`config.mk`:
```
export PLATFORM = sky130hd
export DESIGN_NAME = spio_port
export DESIGN_NICKNAME = d
export VERILOG_FILES = /design/src/verilog/spio_pkg.sv /design/src/verilog/spio_port.sv
export SDC_FILE = /design/constraint.sdc
export NUM_CORES = 1
export LEC_CHECK = 0
export BUFFER_PORTS_ARGS = -buffer_cell sky130_fd_sc_hd__buf_4
export CAP_MARGIN = 15
export CELL_PAD_IN_SITES_DETAIL_PLACEMENT = 2
export CELL_PAD_IN_SITES_GLOBAL_PLACEMENT = 2
export CORE_MARGIN = 4
export CORE_UTILIZATION = 36
export CTS_CLUSTER_SIZE = 14
export DETAILED_ROUTE_END_ITERATION = 10
export GPL_ROUTABILITY_DRIVEN = 0
export GPL_TIMING_DRIVEN = 0
export HOLD_SLACK_MARGIN = 0.05
export MAX_ROUTING_LAYER = met4
export PLACE_DENSITY_LB_ADDON = 0.25
export SETUP_SLACK_MARGIN = 0.05
export SLEW_MARGIN = 20
export SYNTH_ARGS = -nofsm -noshare
export SYNTH_HDL_FRONTEND = slang
export SYNTH_SLANG_ARGS = --single-unit
export TNS_END_PERCENT = 20
```
`constraint.sdc`:
```
create_clock -name clk -period 2.5 [get_ports clk]
set_input_delay 0 -clock clk [delete_from_list [all_inputs] [get_ports clk]]
set_output_delay 0 -clock clk [all_outputs]
set_load 0.05 [all_outputs]
```
`src/verilog/spio_pkg.sv`:
```
// Package of register offsets, reset values and sizes for the shared pin port.
`default_nettype none
package spio_pkg;
  ////////////////////////////////////////////////////////////////////////////
  // Register byte offsets on the Avalon-MM slave.
  localparam logic [5:0] OFS_DIR    = 6'h00;
  localparam logic [5:0] OFS_LAT    = 6'h04;
  localparam logic [5:0] OFS_PIN    = 6'h08;
  localparam logic [5:0] OFS_ODC    = 6'h0C;
  localparam logic [5:0] OFS_ANA    = 6'h10;
  localparam logic [5:0] OFS_CNEN_A = 6'h14;
  localparam logic [5:0] OFS_CNEN_B = 6'h18;
  localparam logic [5:0] OFS_CNPU_A = 6'h1C;
  localparam logic [5:0] OFS_CNPU_B = 6'h20;
  localparam logic [5:0] OFS_CNSTAT = 6'h24;
  ////////////////////////////////////////////////////////////////////////////
  // Sizes and reset values.
  localparam int          PORT_W     = 16;
  localparam int          CN_MAX     = 31;
  localparam int          CN_HALF    = 16;
  localparam int          RP_MAX     = 26;
  localparam logic [15:0] DIR_RST    = 16'hFFFF;
  localparam logic [15:0] LAT_RST    = 16'h0000;
  localparam logic [15:0] ODC_RST    = 16'h0000;
  localparam logic [15:0] ANA_RST    = 16'h0000;
  localparam logic [30:0] CN_RST     = 31'h00000000;
endpackage
`default_nettype wire

```
`src/verilog/spio_port.sv`:
```
// Shared pin parallel port with change notification behind an Avalon-MM slave.
`default_nettype none
// What this block does
// - Active peripheral owns pin, port driver off
// - Idle enabled peripheral lets port drive pin
// - Peripheral input never sees port latch
// - Direction bit one is input, zero output
// - Every reset makes all pins inputs
// - Latch register reads and writes the latch
// - Pin register reads pins, writes latch
// - Unimplemented bits read zero everywhere
// - Open-drain bit makes driver open-drain
// - Analog config resets to zero, analog mode
// - Analog pins read zero in pin register
// - Change on selected pin raises interrupt
// - Up to 31 change watch pins
// - Per-pin change enables in two registers
// - Per-pin pull-ups in two registers
// - Remappable pins are fixed subset up to 26
// - Remapped input and output are independent
// - Input-only shared pin acts as dedicated
module spio_port
  import spio_pkg::*;
#(
  parameter logic [15:0] IMPL_MASK = 16'hFFFF,
  parameter logic [15:0] ANA_MASK  = 16'h000F,
  parameter logic [15:0] RP_MASK   = 16'hFFFF,
  parameter int          CN_PINS   = 31
) (
  // Clock and reset.
  input  wire logic              clk,
  input  wire logic              nrst,
  // Avalon-MM slave.
  input  wire logic [5:0]        avAddress,
  input  wire logic              avRead,
  input  wire logic              avWrite,
  input  wire logic [31:0]       avWritedata,
  output var  logic [31:0]       avReaddata,
  output var  logic              avWaitrequest,
  // Pads.
  input  wire logic [15:0]       padIn,
  output var  logic [15:0]       padOut,
  output var  logic [15:0]       padOe,
  // Peripheral side of the shared pins.
  input  wire logic [15:0]       periphEn,
  input  wire logic [15:0]       periphDrive,
  input  wire logic [15:0]       periphOut,
  output var  logic [15:0]       periphIn,
  // Change watch pins and their pull-ups.
  input  wire logic [CN_PINS-1:0] changeWatchPin,
  output var  logic [CN_PINS-1:0] pullupEn,
  output var  logic              changeIrq
);
  ////////////////////////////////////////////////////////////////////////////
  // Registers and internal signals.
  logic [15:0]  dir_q;
  logic [15:0]  lat_q;
  logic [15:0]  odc_q;
  logic [15:0]  ana_q;
  logic [30:0]  cnEn_q;
  logic [30:0]  cnPu_q;
  logic [30:0]  cnStat_q;
  logic [30:0]  cnStat_d;
  logic [30:0]  cnPrev_q;
  logic [30:0]  cnNow;
  logic [30:0]  cnMask;
  logic         wait_q;
  logic [31:0]  rdata_q;

  ////////////////////////////////////////////////////////////////////////////
  // Bus decode. A request is answered on the second cycle it is held.
  wire          req     = avRead | avWrite;
  wire          accept  = req & ~wait_q;
  wire          wrEn    = avWrite & accept;
  wire          hitDir  = (avAddress == OFS_DIR);
  wire          hitLat  = (avAddress == OFS_LAT);
  wire          hitPin  = (avAddress == OFS_PIN);
  wire          hitOdc  = (avAddress == OFS_ODC);
  wire          hitAna  = (avAddress == OFS_ANA);
  wire          hitEnA  = (avAddress == OFS_CNEN_A);
  wire          hitEnB  = (avAddress == OFS_CNEN_B);
  wire          hitPuA  = (avAddress == OFS_CNPU_A);
  wire          hitPuB  = (avAddress == OFS_CNPU_B);
  wire          hitStat = (avAddress == OFS_CNSTAT);
  wire [15:0]   wd      = avWritedata[15:0];

  ////////////////////////////////////////////////////////////////////////////
  // Pin ownership and drivers.
  // A peripheral that is enabled and driving takes the pin.
  wire [15:0]   periphOwns = periphEn & periphDrive & RP_MASK;
  // Otherwise the port drives when its direction bit is zero.
  wire [15:0]   portDrives = ~periphOwns & ~dir_q;
  wire [15:0]   drvVal     = (periphOwns & periphOut) | (~periphOwns & lat_q);
  wire [15:0]   drvEn      = (periphOwns | portDrives) & IMPL_MASK;
  // Open-drain pins only ever pull low.
  wire [15:0]   oeNext     = drvEn & (~odc_q | ~drvVal);
  wire [15:0]   outNext    = drvVal & ~odc_q & IMPL_MASK;
  // Analog pins (config bit zero) read as low.
  wire [15:0]   isAnalog   = ANA_MASK & ~ana_q;
  wire [15:0]   pinRead    = padIn & ~isAnalog & IMPL_MASK;

  ////////////////////////////////////////////////////////////////////////////
  // Change notification.
  // Event on any enabled pin whose level differs from the last sample.
  assign cnMask = (31'(1) << CN_PINS) - 31'(1);
  assign cnNow  = 31'(changeWatchPin) & cnMask;
  wire [30:0]   cnEvent  = (cnNow ^ cnPrev_q) & cnEn_q;
  wire [30:0]   cnClrA   = {15'h0000, wd} & {31{wrEn & hitStat}};
  wire [30:0]   cnClrB   = {avWritedata[30:16], 16'h0000} & {31{wrEn & hitStat}};

  // Set wins over a write-one-to-clear in the same cycle.
  always_comb begin
    cnStat_d = ((cnStat_q & ~(cnClrA | cnClrB)) | cnEvent) & cnMask;
  end

  ////////////////////////////////////////////////////////////////////////////
  // Read multiplexer.
  wire [31:0]   rdMux =
      hitDir  ? {16'h0000, dir_q & IMPL_MASK} :
      hitLat  ? {16'h0000, lat_q & IMPL_MASK} :
      hitPin  ? {16'h0000, pinRead} :
      hitOdc  ? {16'h0000, odc_q & IMPL_MASK} :
      hitAna  ? {16'h0000, ana_q & ANA_MASK} :
      hitEnA  ? {16'h0000, cnEn_q[15:0]} :
      hitEnB  ? {17'h00000, cnEn_q[30:16]} :
      hitPuA  ? {16'h0000, cnPu_q[15:0]} :
      hitPuB  ? {17'h00000, cnPu_q[30:16]} :
      hitStat ? {1'b0, cnStat_q} :
      32'h00000000;

  ////////////////////////////////////////////////////////////////////////////
  // Bus handshake.
  always_ff @(posedge clk or negedge nrst) begin
    if (!nrst) begin
      wait_q  <= 1'b1;
      rdata_q <= 32'h00000000;
    end else begin
      wait_q  <= ~(req & wait_q);
      rdata_q <= (avRead & wait_q) ? rdMux : 32'h00000000;
    end
  end

  ////////////////////////////////////////////////////////////////////////////
  // Port registers.
  always_ff @(posedge clk or negedge nrst) begin
    if (!nrst) begin
      dir_q <= DIR_RST;
      lat_q <= LAT_RST;
      odc_q <= ODC_RST;
      ana_q <= ANA_RST;
    end else begin
      if (wrEn && hitDir) begin
        dir_q <= wd;
      end
      if (wrEn && (hitLat || hitPin)) begin
        lat_q <= wd;
      end
      if (wrEn && hitOdc) begin
        odc_q <= wd;
      end
      if (wrEn && hitAna) begin
        ana_q <= wd;
      end
    end
  end

  ////////////////////////////////////////////////////////////////////////////
  // Change notification registers.
  always_ff @(posedge clk or negedge nrst) begin
    if (!nrst) begin
      cnEn_q   <= CN_RST;
      cnPu_q   <= CN_RST;
      cnStat_q <= CN_RST;
      cnPrev_q <= CN_RST;
    end else begin
      if (wrEn && hitEnA) begin
        cnEn_q[15:0] <= wd & cnMask[15:0];
      end
      if (wrEn && hitEnB) begin
        cnEn_q[30:16] <= avWritedata[30:16] & cnMask[30:16];
      end
      if (wrEn && hitPuA) begin
        cnPu_q[15:0] <= wd & cnMask[15:0];
      end
      if (wrEn && hitPuB) begin
        cnPu_q[30:16] <= avWritedata[30:16] & cnMask[30:16];
      end
      cnStat_q <= cnStat_d;
      cnPrev_q <= cnNow;
    end
  end

  ////////////////////////////////////////////////////////////////////////////
  // Registered outputs.
  always_ff @(posedge clk or negedge nrst) begin
    if (!nrst) begin
      padOut    <= 16'h0000;
      padOe     <= 16'h0000;
      periphIn  <= 16'h0000;
      pullupEn  <= '0;
      changeIrq <= 1'b0;
    end else begin
      padOut    <= outNext;
      padOe     <= oeNext;
      // Peripherals see only the pad, never the port latch.
      periphIn  <= padIn & IMPL_MASK;
      pullupEn  <= cnPu_q[CN_PINS-1:0];
      changeIrq <= |cnStat_d;
    end
  end

  assign avReaddata    = rdata_q;
  assign avWaitrequest = wait_q;

endmodule
`default_nettype wire

```
==> load_flow_metrics.sql, run 1 <==
INSERT INTO impl_metrics (metric_group, metric, value, unit) VALUES
('placed_design', 'place.port_buffers', '247', ''),
('synth', 'library_cells_used_by_synthesis', '61', ''),
('clocking', 'clockBufferDepth', '3', ''),
('final_layout', 'p_r_area_growth_vs_syn', '44.51', '%'),
('sta', 'finClkSkew', '0.009515', 'ns'),
('sta', 'tightestPinTransition', '0.8372', 'ns'),
('synth', 'yosys_warnings', '0', ''),
('floorplan', 'die_height', '186.8', 'µm'),
('synth', 'dominantRegCellSynth', 'dfrtp_1', ''),
('pwr', 'power.clock.fraction', '0.406', ''),
('job', 'drv.max_cap_violation_count', '0', ''),
('run_status', 'status', 'completed', ''),
('pwr', 'int_power', '0.008926', 'W'),
('worst_setup_path', 'critical_path_class', 'reg -> reg', ''),
('synth', 'yosysSeqAreaShare', '0.6279', ''),
('grt', 'number_of_global_route_vias_before_repair', '11080', ''),
('floorplan', 'die_w', '186.8', 'µm'),
('worst_setup_path', 'worstSetupStartpointType', 'flip-flop', ''),
('pwr', 'ir_worst_vdd', '0.0004812', 'V'),
('worst_setup_path', 'critical_path.max_fanout', '10', ''),
('pwr', 'power.leakage', '7.971', 'nW'),
('grt', 'remaining_global_route_overflow', '0', ''),
('grt', 'grt_max_degree', '93', ''),
('clocking', 'htree_num_levels', '2', ''),
('sta', 'post-route-worst-setup-slack', '0.1600', 'ns'),
('drt', 'dr_total_vias', '9547', ''),
('drt', 'finalWirelength', '48350', 'µm'),
('sta', 'maxSlewHeadroom', '0.4419', ''),
('floorplan', 'coreArea', '31560', 'µm²'),
('sta', 'setup_viol', '0', ''),
('synth', 'synth-edff-count', '0', ''),
('placed_design', 'pre_cts_worst_setup_slack', '-0.08753', 'ns'),
('final_layout', 'core_utilization_of_the_finished_layout', '0.5272', ''),
('floorplan', 'initial_core_util', '0.3648', ''),
('grt', 'groute.usage.overall', '0.2813', ''),
('drt', 'first_pass_iteration_count_of_the_detailed_router', '5', ''),
('drt', 'antenna_nets_post_route', '0', ''),
('drt', 'post_drt_wl_per_cell', '27.27', 'µm'),
('grt', 'antenna_found_initial', '1', ''),
('clocking', 'cts_tree', 'done', ''),
('synth', 'synthesis.instances', '908', ''),
('floorplan', 'num_io_pins', '250', ''),
('clocking', 'clock_tree.root_cell', 'clkbuf_16', ''),
('drt', 'drc', '0', ''),
('clocking', 'insertion_delay', '0.51', 'ns'),
('sta', 'slew_violations', '0', ''),
('pwr', 'sw_frac_of_total', '0.2869', ''),
('drt', 'detail_route.iter0.violations', '636', ''),
('drt', 'avgViaCountPerCell', '5.385', ''),
('final_layout', 'nets', '1483', ''),
('sta', 'final_period_minus_worst_setup_slack', '2.340', 'ns'),
('pwr', 'power_density', '752.5', 'nW/µm²'),
('final_layout', 'fillCellCount', '3001', ''),
('synth', 'synth.avg_cell_area', '12.68', 'µm²'),
('clocking', 'clock_sinks', '288', ''),
('worst_hold_path', 'class_of_the_worst_hold_path', 'in -> async', ''),
('worst_setup_path', 'cp.arrival', '2.77', 'ns'),
('sta', 'layout_worst_path_cycle_share', '0.9360', ''),
('synth', 'mappedNetlistArea', '11510', 'µm²'),
('sta', 'hold_viol', '0', ''),
('clocking', 'total_cts_buffers', '34', ''),
('grt', 'grt_first_pass_wirelength', '73600', 'µm'),
('pwr', 'switchingPower', '0.003591', 'W'),
('synth', 'ffs_w_async_s_r_synth', '1.000', ''),
('placed_design', 'postPlaceCellArea', '13960', 'µm²'),
('worst_setup_path', 'worst-endpoint-required', '2.93', 'ns'),
('floorplan', 'rows', '65', ''),
('clocking', 'clkTransAtPathRegs', '0.06', 'ns'),
('sta', 'setup_repair_after_global_routing_missed_its_margin', 'yes', ''),
('final_layout', 'layout_cells_sized_above_1', '0.3015', ''),
('worst_setup_path', 'timing.critical_path.to_type', 'flip-flop', ''),
('synth', 'syn_nets', '1045', ''),
('pwr', 'power_frac_seq', '0.430', ''),
('sta', 'max_clock_freq', '427.4', 'MHz'),
('synth', 'postSynthRegisterBits', '288', ''),
('final_layout', 'finalInstanceArea', '16630', 'µm²'),
('floorplan', 'design.die.area', '34900', 'µm²'),
('pwr', 'power.share.combinational', '0.163', ''),
('pwr', 'p_total', '0.01252', 'W'),
('placed_design', 'detailed_place_hpwl', '30020', 'µm');
==> per-layer routing <==
| metal | share of wire | up-vias | global-route usage |
|---|---|---|---|
| met1 | 0.41 | 5005 | 0.3462 |
| li1 | - | 4126 | - |
| met3 | 0.055 | 84 | 0.05095 |
| met5 | 0 | - | - |
| met4 | 0.027 | 0 | 0.07964 |
| met2 | 0.51 | 332 | 0.4791 |
==> kinds of logic (layout without fill, tap and decap cells) <==
kind of cell / after synthesis / count (layout) / synth area share
flops: 288 / 288 / 0.6279
simple gates: 231 / 231 / 0.09902
compound gates: 176 / 176 / 0.1112
mux: 117 / 117 / 0.1126
buf+inv: 62 / 524 / 0.02380
xor+xnor: 33 / 33 / 0.02511
other cells: 1 / 2 / 0.0003258
==> path summary, 6_finish.rpt <==
path / from / endpoint / slack (ns) / depth (start not counted)
max in group asynchronous: nrst / cnPrev_q[17] / 1.24 / 4
setup reg to reg: avWaitrequest / dir_q[5] / 0.16 / 6
min in group clk: avAddress[3] / cnStat_q[11] / 0.10 / 4
hold / removal: nrst / padOut[13] / 0.06 / 2
hold reg to reg: cnPu_q[10] / pullupEn[10] / 0.39 / 0
setup / recovery: avWaitrequest / dir_q[5] / 0.16 / 6
==> cell type report <==
cell class / instances / area [µm²] / share of cell area
diodes: 1 / 2.502 / 0.0001504
plain buffers: 36 / 181.4 / 0.01091
clock buffers: 55 / 1064 / 0.06393
clock inverters: 5 / 56.30 / 0.003385
inverters: 26 / 97.59 / 0.005867
multi-input cells: 558 / 4034 / 0.2425
flip-flops and latches: 288 / 7228 / 0.4345
well taps: 402 / 503.0 / 0.03024
repair buffers: 402 / 3468 / 0.2085
==> critical path, stage by stage, from the launching register on <==
cell	delay, ns
dfstp_2	0.54
buf_2	0.23
nor2b_1	0.07
clkbuf_1	0.27
nand2_1	0.40
buf_2	0.36
mux2_1	0.38
==> Yosys cell counts, types with 3 or more instances <==
cell type,n,area [µm²]
dfrtp_1,271,6782
nand2_1,111,416.7
mux2_1,52,585.6
mux2_2,48,540.5
nor2_1,32,120.1
xor2_1,32,280.3
a21oi_1,30,150.1
inv_1,26,97.59
a2bb2oi_1,24,210.2
buf_2,21,105.1
nor2b_1,19,118.9
nor4_1,18,112.6
a22oi_1,17,127.6
dfstp_2,17,446.7
mux2i_1,17,170.2
o21ai_1,16,80.08
and2_1,11,68.82
a221oi_1,10,87.58
clkbuf_1,10,37.54
o22ai_1,10,62.56
a21o_1,9,67.56
o32ai_1,9,78.83
a22o_1,8,70.07
a31oi_1,8,50.05
o21ai_0,8,40.04
nand3_1,7,35.03
nand4_1,6,37.54
o221ai_1,5,43.79
a211oi_1,4,30.03
buf_4,4,30.03
nand2b_1,4,25.02
nor3_1,4,20.02
a211oi_2,3,37.54
o211a_1,3,30.03
o31a_1,3,26.28
==> state kept, by name (all words and copies together), names as in the netlist, 4 cells and up <==
signal and count:
lat_q 16, cnPrev_q 31, cnStat_q 31, cnEn_q 31
periphIn 16, ana_q 4, avReaddata 31, pullupEn 31
padOut 16, odc_q 16, cnPu_q 31, padOe 16
dir_q 16
==> cells in the final DEF (no fill, tap or decap), types with 19 or more instances in the layout <==
cell type / netlist / routed
dfrtp_1: 271 / 271
buf_4: 4 / 255
dlygate4sd3_1: 0 / 148
nand2_1: 111 / 111
mux2_1: 52 / 52
mux2_2: 48 / 48
clkbuf_16: 0 / 37
xor2_1: 32 / 32
nor2_1: 32 / 31
a21oi_1: 30 / 30
inv_1: 26 / 26
a2bb2oi_1: 24 / 24
clkbuf_1: 10 / 21
buf_2: 21 / 19
nor2b_1: 19 / 19
==> what timing repair did <==
item	CTS	global route
buffers inserted	0	4
setup endpoints to repair	1	11
endpoints found under the hold margin	454	9
resized for setup	2	2
hold buffers	147	1
pin swaps	0	0
==> power groups by stage <==
stage | clock network (W) | logic, W | registers (W)
global placement | 0 | 0.00167 | 0.00541
CTS | 0.00510 | 0.00198 | 0.00536
global route | 0.00540 | 0.00216 | 0.00542
finish | 0.00509 | 0.00205 | 0.00539
detailed placement | 0 | 0.00174 | 0.00543
floorplan | 0 | 0.000507 | 0.00580
==> per-stage QoR <==
stage               setup TNS, ns  std cells  hold WS [ns]
floorplan                       0        908       -0.2956
global placement          -305.21       1557        0.1231
detailed placement        -0.3958       1560      0.002651
CTS                             0       1767       0.06081
global route                    0       1773       0.08371
finish                          0       1773       0.06321
No activity file was read; power rests on OpenSTA's default activity.
==> run 2: changes to the inputs <==
--- a/config.mk
+++ b/config.mk
@@ -12,3 +12,3 @@
 export CORE_MARGIN = 4
-export CORE_UTILIZATION = 36
+export CORE_UTILIZATION = 32
 export CTS_CLUSTER_SIZE = 14
==> constraint.sdc (replaced) <==
create_clock -name clk -period 2.1 [get_ports clk]
set_input_delay 0.42 -clock clk [delete_from_list [all_inputs] [get_ports clk]]
set_output_delay 0.42 -clock clk [all_outputs]
set_load 0.05 [all_outputs]
==> load_flow_metrics.sql, run 2 (synthesis results as in run 1) <==
INSERT INTO impl_metrics (metric_group, metric, value, unit) VALUES
('placed_design', 'detailed_place_hpwl', '30780', 'µm'),
('sta', 'maxSlewHeadroom', '0.4368', ''),
('sta', 'tightestPinTransition', '0.8449', 'ns'),
('pwr', 'int_power', '0.01043', 'W'),
('floorplan', 'initial_core_util', '0.3236', ''),
('clocking', 'clock_sinks', '288', ''),
('drt', 'dr_total_vias', '8810', ''),
('floorplan', 'coreArea', '35570', 'µm²'),
('grt', 'remaining_global_route_overflow', '0', ''),
('worst_setup_path', 'worstSetupStartpointType', 'flip-flop', ''),
('clocking', 'clockBufferDepth', '3', ''),
('floorplan', 'design.die.area', '39070', 'µm²'),
('final_layout', 'multiInputGateArea', '4203', 'µm²'),
('floorplan', 'rows', '69', ''),
('sta', 'hold_viol', '0', ''),
('worst_hold_path', 'hp-start', 'avWrite', ''),
('sta', 'finClkSkew', '0.01837', 'ns'),
('grt', 'grt_max_degree', '96', ''),
('sta', 'setup-tns-final', '-0.05510', 'ns'),
('grt', 'grt_first_pass_wirelength', '64310', 'µm'),
('run_status', 'violations', 'negative setup slack', ''),
('pwr', 'p_total', '0.01451', 'W'),
('sta', 'final_period_minus_worst_setup_slack', '2.155', 'ns'),
('pwr', 'power_density', '909.4', 'nW/µm²'),
('worst_setup_path', 'r2r_end', 'changeIrq', ''),
('worst_setup_path', 'crit_path_cell_trace', 'nor4bb_2 -> buf_4 -> buf_12 -> a31oi_4 -> a21o_1 -> or2_4 -> nor4b_4 -> nand4_1', ''),
('final_layout', 'final_cell_mix', 'dfrtp_1 (270), buf_4 (264), nand2_1 (109)', ''),
('worst_setup_path', 'critical_path_class', 'reg -> reg', ''),
('worst_setup_path', 'regToRegSetupSlack', '-0.06', 'ns'),
('pwr', 'power_frac_seq', '0.441', ''),
('job', 'drv.max_cap_violation_count', '0', ''),
('floorplan', 'die_w', '197.7', 'µm'),
('worst_setup_path', 'slowest_delay', '0.38', 'ns'),
('clocking', 'htree_num_levels', '2', ''),
('worst_hold_path', 'hold_depth', '2', ''),
('final_layout', 'final_common_cell', 'dfrtp_1', ''),
('sta', 'setup_repair_after_global_routing_missed_its_margin', 'yes', ''),
('sta', 'post-route-worst-setup-slack', '-0.05510', 'ns'),
('grt', 'groute.usage.overall', '0.2224', ''),
('floorplan', 'die_height', '197.7', 'µm'),
('clocking', 'clkTransAtPathRegs', '0.05', 'ns'),
('final_layout', 'nets', '1392', ''),
('worst_setup_path', 'crit_path_start', 'avWaitrequest', ''),
('final_layout', 'area.sequential', '7229', 'µm²'),
('pwr', 'ir_worst_vdd', '0.0005596', 'V'),
('clocking', 'clock_tree.root_cell', 'clkbuf_16', ''),
('grt', 'antenna_found_initial', '0', ''),
('drt', 'post_drt_wl_per_cell', '24.36', 'µm'),
('worst_setup_path', 'critical_path.max_fanout', '7', ''),
('worst_setup_path', 'timing.critical_path.to_type', 'flip-flop', ''),
('pwr', 'sw_frac_of_total', '0.2807', ''),
('drt', 'avgViaCountPerCell', '5.060', ''),
('final_layout', 'fillCellCount', '3582', ''),
('clocking', 'total_cts_buffers', '35', ''),
('drt', 'finalWirelength', '42410', 'µm'),
('pwr', 'power.leakage', '7.701', 'nW'),
('worst_setup_path', 'ff2ff_path_depth', '8', ''),
('worst_setup_path', 'r2r_path_start', 'avWaitrequest', ''),
('final_layout', 'p_r_area_growth_vs_syn', '38.57', '%'),
('grt', 'number_of_global_route_vias_before_repair', '9959', ''),
('floorplan', 'num_io_pins', '250', ''),
('drt', 'detail_route.iter0.violations', '424', ''),
('sta', 'max_clock_freq', '464.0', 'MHz'),
('final_layout', 'finalInstanceArea', '15950', 'µm²'),
('drt', 'first_pass_iteration_count_of_the_detailed_router', '4', ''),
('final_layout', 'layout_cells_sized_above_1', '0.3495', ''),
('clocking', 'insertion_delay', '0.52', 'ns'),
('clocking', 'cts_tree', 'done', ''),
('sta', 'slew_violations', '0', ''),
('pwr', 'switchingPower', '0.004071', 'W'),
('placed_design', 'place.port_buffers', '247', ''),
('placed_design', 'pre_cts_worst_setup_slack', '-0.9363', 'ns'),
('run_status', 'status', 'finished, violations left', ''),
('worst_hold_path', 'worst_hold_path.endpoint', 'avWaitrequest', ''),
('pwr', 'power.clock.fraction', '0.405', ''),
('worst_setup_path', 'cp.arrival', '2.50', 'ns'),
('placed_design', 'postPlaceCellArea', '14040', 'µm²'),
('drt', 'drc', '0', ''),
('sta', 'setup_viol', '1', ''),
('drt', 'antenna_nets_post_route', '0', ''),
('sta', 'layout_worst_path_cycle_share', '1.026', ''),
('worst_setup_path', 'worst-endpoint-required', '2.44', 'ns'),
('pwr', 'power.share.combinational', '0.155', ''),
('worst_hold_path', 'class_of_the_worst_hold_path', 'in -> reg', ''),
('worst_setup_path', 'timing.critical_path.slowest_stage_cell', 'dfstp_2', '');
==> run 2: final cells by class <==
class | instances | area share
Antenna cell | 1 | 0.0001569
Buffer | 35 | 0.01279
Clock buffer | 51 | 0.06189
Clock inverter | 10 | 0.007217
Inverter | 26 | 0.006119
Multi-Input combinational cell | 558 | 0.2635
Sequential cell | 288 | 0.4532
Tap cell | 461 | 0.03616
Timing Repair Buffer | 311 | 0.1589
==> run 2: repair_timing <==
action                                 in CTS  in global routing
gates resized for setup                    33                 19
setup endpoints to repair                  93                 79
endpoints found under the hold margin      61                  0
gates cloned                                0                  0
buffers inserted                            9                  4
hold buffers                               48                  0
pin swaps                                  15                  6
==> run 2: power groups by stage <==
stage          Sequential [W]  Clock [W]  Combinational (W)
6_report              0.00640    0.00587            0.00224
5_1_grt               0.00646    0.00631            0.00240
4_1_cts               0.00639    0.00604            0.00225
3_5_place_dp          0.00648          0            0.00208
3_3_place_gp          0.00645          0            0.00201
2_1_floorplan         0.00690          0           0.000606
==> run 2: stage by stage <==
step                      hold slack, ns  cells    util
final                            0.09866   1741  0.4484
after detailed placement          0.2576   1619  0.3947
after floorplan                   0.1244    908       -
after global placement            0.3911   1616  0.3921
after CTS                        0.07332   1736  0.4450
after global routing              0.1118   1740  0.4484
==> run 2: worst max-delay path by stage <==
stage | depth (start not counted) | endpoint
5_1_grt | 8 | changeIrq
4_1_cts | 8 | changeIrq
3_5_place_dp | 7 | avReaddata[6]
6_report | 8 | changeIrq
2_1_floorplan | 9 | changeIrq
3_3_place_gp | 1 | avReaddata[13]
==> run 2: routing by layer <==
metal	up-vias	track usage	wire length, µm
met5	-	-	0
met4	0	0.04004	616
met3	46	0.03172	1942
met2	215	0.3606	20520
met1	4599	0.3036	19340
li1	3950	-	-
==> run 2: worst max-delay path: cells and delay by family, from the launching register on <==
kind,cells,cell delay [ns]
AND/OR/NAND/NOR,4,1.01
flip-flops,1,0.38
buffers and inverters,2,0.32
AO/OA/AOI/OAI,2,0.28
==> run 3: changes to the inputs <==
Settings changed: CORE_ASPECT_RATIO set to 1.75, CORE_UTILIZATION 32 to 39.
Clock period 2.1 ns to 2.5 ns, I/O delays scaled along.
==> load_flow_metrics.sql, run 3 (synthesis results as in run 1) <==
INSERT INTO impl_metrics (metric_group, metric, value, unit) VALUES
('run_status', 'status', 'completed', ''),
('final_layout', 'area.sequential', '7228', 'µm²'),
('pwr', 'power_density', '755.5', 'nW/µm²'),
('clocking', 'cts_tree', 'done', ''),
('final_layout', 'layout_cells_sized_above_1', '0.3290', ''),
('grt', 'antenna_found_initial', '3', ''),
('clocking', 'clockBufferDepth', '3', ''),
('worst_setup_path', 'critical_path_class', 'in -> reg', ''),
('final_layout', 'p_r_area_growth_vs_syn', '31.77', '%'),
('floorplan', 'coreArea', '29290', 'µm²'),
('sta', 'finClkSkew', '0.01675', 'ns'),
('final_layout', 'nets', '1353', ''),
('worst_setup_path', 'ff2ff_path_depth', '6', ''),
('worst_setup_path', 'timing.critical_path.to_type', 'flip-flop', ''),
('worst_setup_path', 'r2r_end', 'cnPu_q[23]', ''),
('sta', 'slew_violations', '0', ''),
('worst_setup_path', 'crit_path_start', 'avAddress[1]', ''),
('grt', 'groute.usage.overall', '0.2764', ''),
('clocking', 'htree_num_levels', '1', ''),
('worst_setup_path', 'critical_path.max_fanout', '10', ''),
('sta', 'maxSlewHeadroom', '0.2321', ''),
('sta', 'setup-tns-final', '0', 'ns'),
('placed_design', 'place.port_buffers', '247', ''),
('drt', 'drc', '0', ''),
('worst_setup_path', 'worst-endpoint-required', '2.89', 'ns'),
('clocking', 'clock_tree.root_cell', 'clkbuf_16', ''),
('floorplan', 'die_w', '137.9', 'µm'),
('grt', 'global_route.usage.met1', '0.3081', ''),
('worst_setup_path', 'cp.arrival', '2.77', 'ns'),
('worst_hold_path', 'class_of_the_worst_hold_path', 'in -> reg', ''),
('floorplan', 'initial_core_util', '0.3931', ''),
('sta', 'hold_viol', '0', ''),
('drt', 'first_pass_iteration_count_of_the_detailed_router', '4', ''),
('grt', 'remaining_global_route_overflow', '0', ''),
('drt', 'post_drt_wl_per_cell', '26.67', 'µm'),
('sta', 'max_clock_freq', '418.5', 'MHz'),
('grt', 'groute.layer.met2.usage', '0.4853', ''),
('worst_hold_path', 'hold_depth', '1', ''),
('sta', 'setup_viol', '0', ''),
('pwr', 'power.leakage', '7.398', 'nW'),
('worst_setup_path', 'regToRegSetupSlack', '0.13', 'ns'),
('final_layout', 'final_cell_mix', 'dfrtp_1 (271), buf_4 (253), nand2_1 (111)', ''),
('clocking', 'insertion_delay', '0.56', 'ns'),
('drt', 'antenna_nets_post_route', '0', ''),
('clocking', 'clkTransAtPathRegs', '0.07', 'ns'),
('pwr', 'ir_worst_vdd', '0.0006553', 'V'),
('drt', 'avgViaCountPerCell', '5.448', ''),
('grt', 'global_routing_usage_on_met3', '0.03529', ''),
('floorplan', 'num_io_pins', '250', ''),
('grt', 'grt_max_degree', '96', ''),
('job', 'drv.max_cap_violation_count', '0', ''),
('floorplan', 'rows', '83', ''),
('worst_hold_path', 'hp-start', 'changeWatchPin[30]', ''),
('sta', 'tightestPinTransition', '1.148', 'ns'),
('worst_setup_path', 'worstSetupStartpointType', 'input pin', ''),
('placed_design', 'detailed_place_hpwl', '30590', 'µm'),
('final_layout', 'fin_cells', '1622', ''),
('sta', 'layout_worst_path_cycle_share', '0.9558', ''),
('grt', 'grt_first_pass_wirelength', '65160', 'µm'),
('drt', 'detail_route.iter0.violations', '423', ''),
('clocking', 'clock_sinks', '288', ''),
('drt', 'dr_total_vias', '8837', ''),
('clocking', 'total_cts_buffers', '27', ''),
('worst_hold_path', 'worst_hold_path.endpoint', 'cnPrev_q[30]', ''),
('placed_design', 'placed_cells_incl_taps', '1540', ''),
('final_layout', 'fillCellCount', '2835', ''),
('sta', 'final_period_minus_worst_setup_slack', '2.389', 'ns'),
('final_layout', 'multiInputGateArea', '4025', 'µm²'),
('floorplan', 'design.die.area', '32440', 'µm²'),
('worst_setup_path', 'r2r_path_start', 'avWaitrequest', ''),
('sta', 'setup_repair_after_global_routing_missed_its_margin', 'yes', ''),
('floorplan', 'die_height', '235.3', 'µm'),
('grt', 'globalRoute.busiestLayer', 'met2', ''),
('drt', 'finalWirelength', '43260', 'µm'),
('final_layout', 'final_common_cell', 'dfrtp_1', ''),
('grt', 'number_of_global_route_vias_before_repair', '10390', '');
-- run 3: what timing repair did --
item                       in CTS  in global routing
hold buffers                   25                  1
setup endpoints to repair       1                 11
hold endpoints to repair       77                  1
setup buffers                   2                  1
pin swaps                       0                  2
gates cloned                    0                  0
resized for setup               2                  4
-- run 3: final cells by class --
type	instances	area share
diodes	3	0.0004949
plain buffers	36	0.01221
clock buffers	41	0.05329
clock inverters	9	0.006517
inverters	26	0.006434
multi-input cells	558	0.2654
flip-flops and latches	288	0.4765
well taps	382	0.03151
repair buffers	279	0.1477
-- run 3: where the power goes --
part | leakage (nW) | switching, W | internal [W]
combinational | 3.41 | 0.00114 | 0.000660
clock | 0.454 | 0.00185 | 0.00244
sequential | 3.53 | 0.000293 | 0.00508
-- run 3: critical path, stage by stage --
cell       delay (ns)
buf_4            0.14
nor4b_2          0.38
nand2_1          0.36
clkbuf_1         0.45
o22ai_1          0.43
a2bb2oi_1        0.33
o32ai_1          0.18
-- run 3: per-stage QoR --
step / power [W] / hold slack, ns / area [µm²] / util / setup WS, ns
CTS: 0.01151 / 0.05090 / 15120 / 0.5164 / 0.08399
floorplan: 0.006302 / 0.2044 / 11510 / - / 0.3888
global placement: 0.007071 / 0.3852 / 13840 / 0.4727 / -1.606
detailed placement: 0.007171 / 0.3842 / 13930 / 0.4758 / -0.4883
global route: 0.01193 / 0.05232 / 15170 / 0.5179 / 0.04881
finish: 0.01146 / 0.07399 / 15170 / 0.5179 / 0.1106
-- run 3: routing by layer --
| metal | vias to the layer above | share of wire |
|---|---|---|
| met4 | 0 | 0.046 |
| met5 | - | 0 |
| li1 | 3857 | - |
| met3 | 98 | 0.044 |
| met1 | 4578 | 0.37 |
| met2 | 304 | 0.54 |
-- run 3: worst max path at each step --
stage | to | cells past startpoint | slack, ns
after floorplan | lat_q[10] | 7 | 0.39
after global placement | cnPrev_q[18] | 1 | -1.61
after detailed placement | avReaddata[7] | 7 | -0.49
after CTS | changeIrq | 8 | 0.08
after global routing | cnPu_q[20] | 6 | 0.05
final | avReaddata[11] | 7 | 0.11
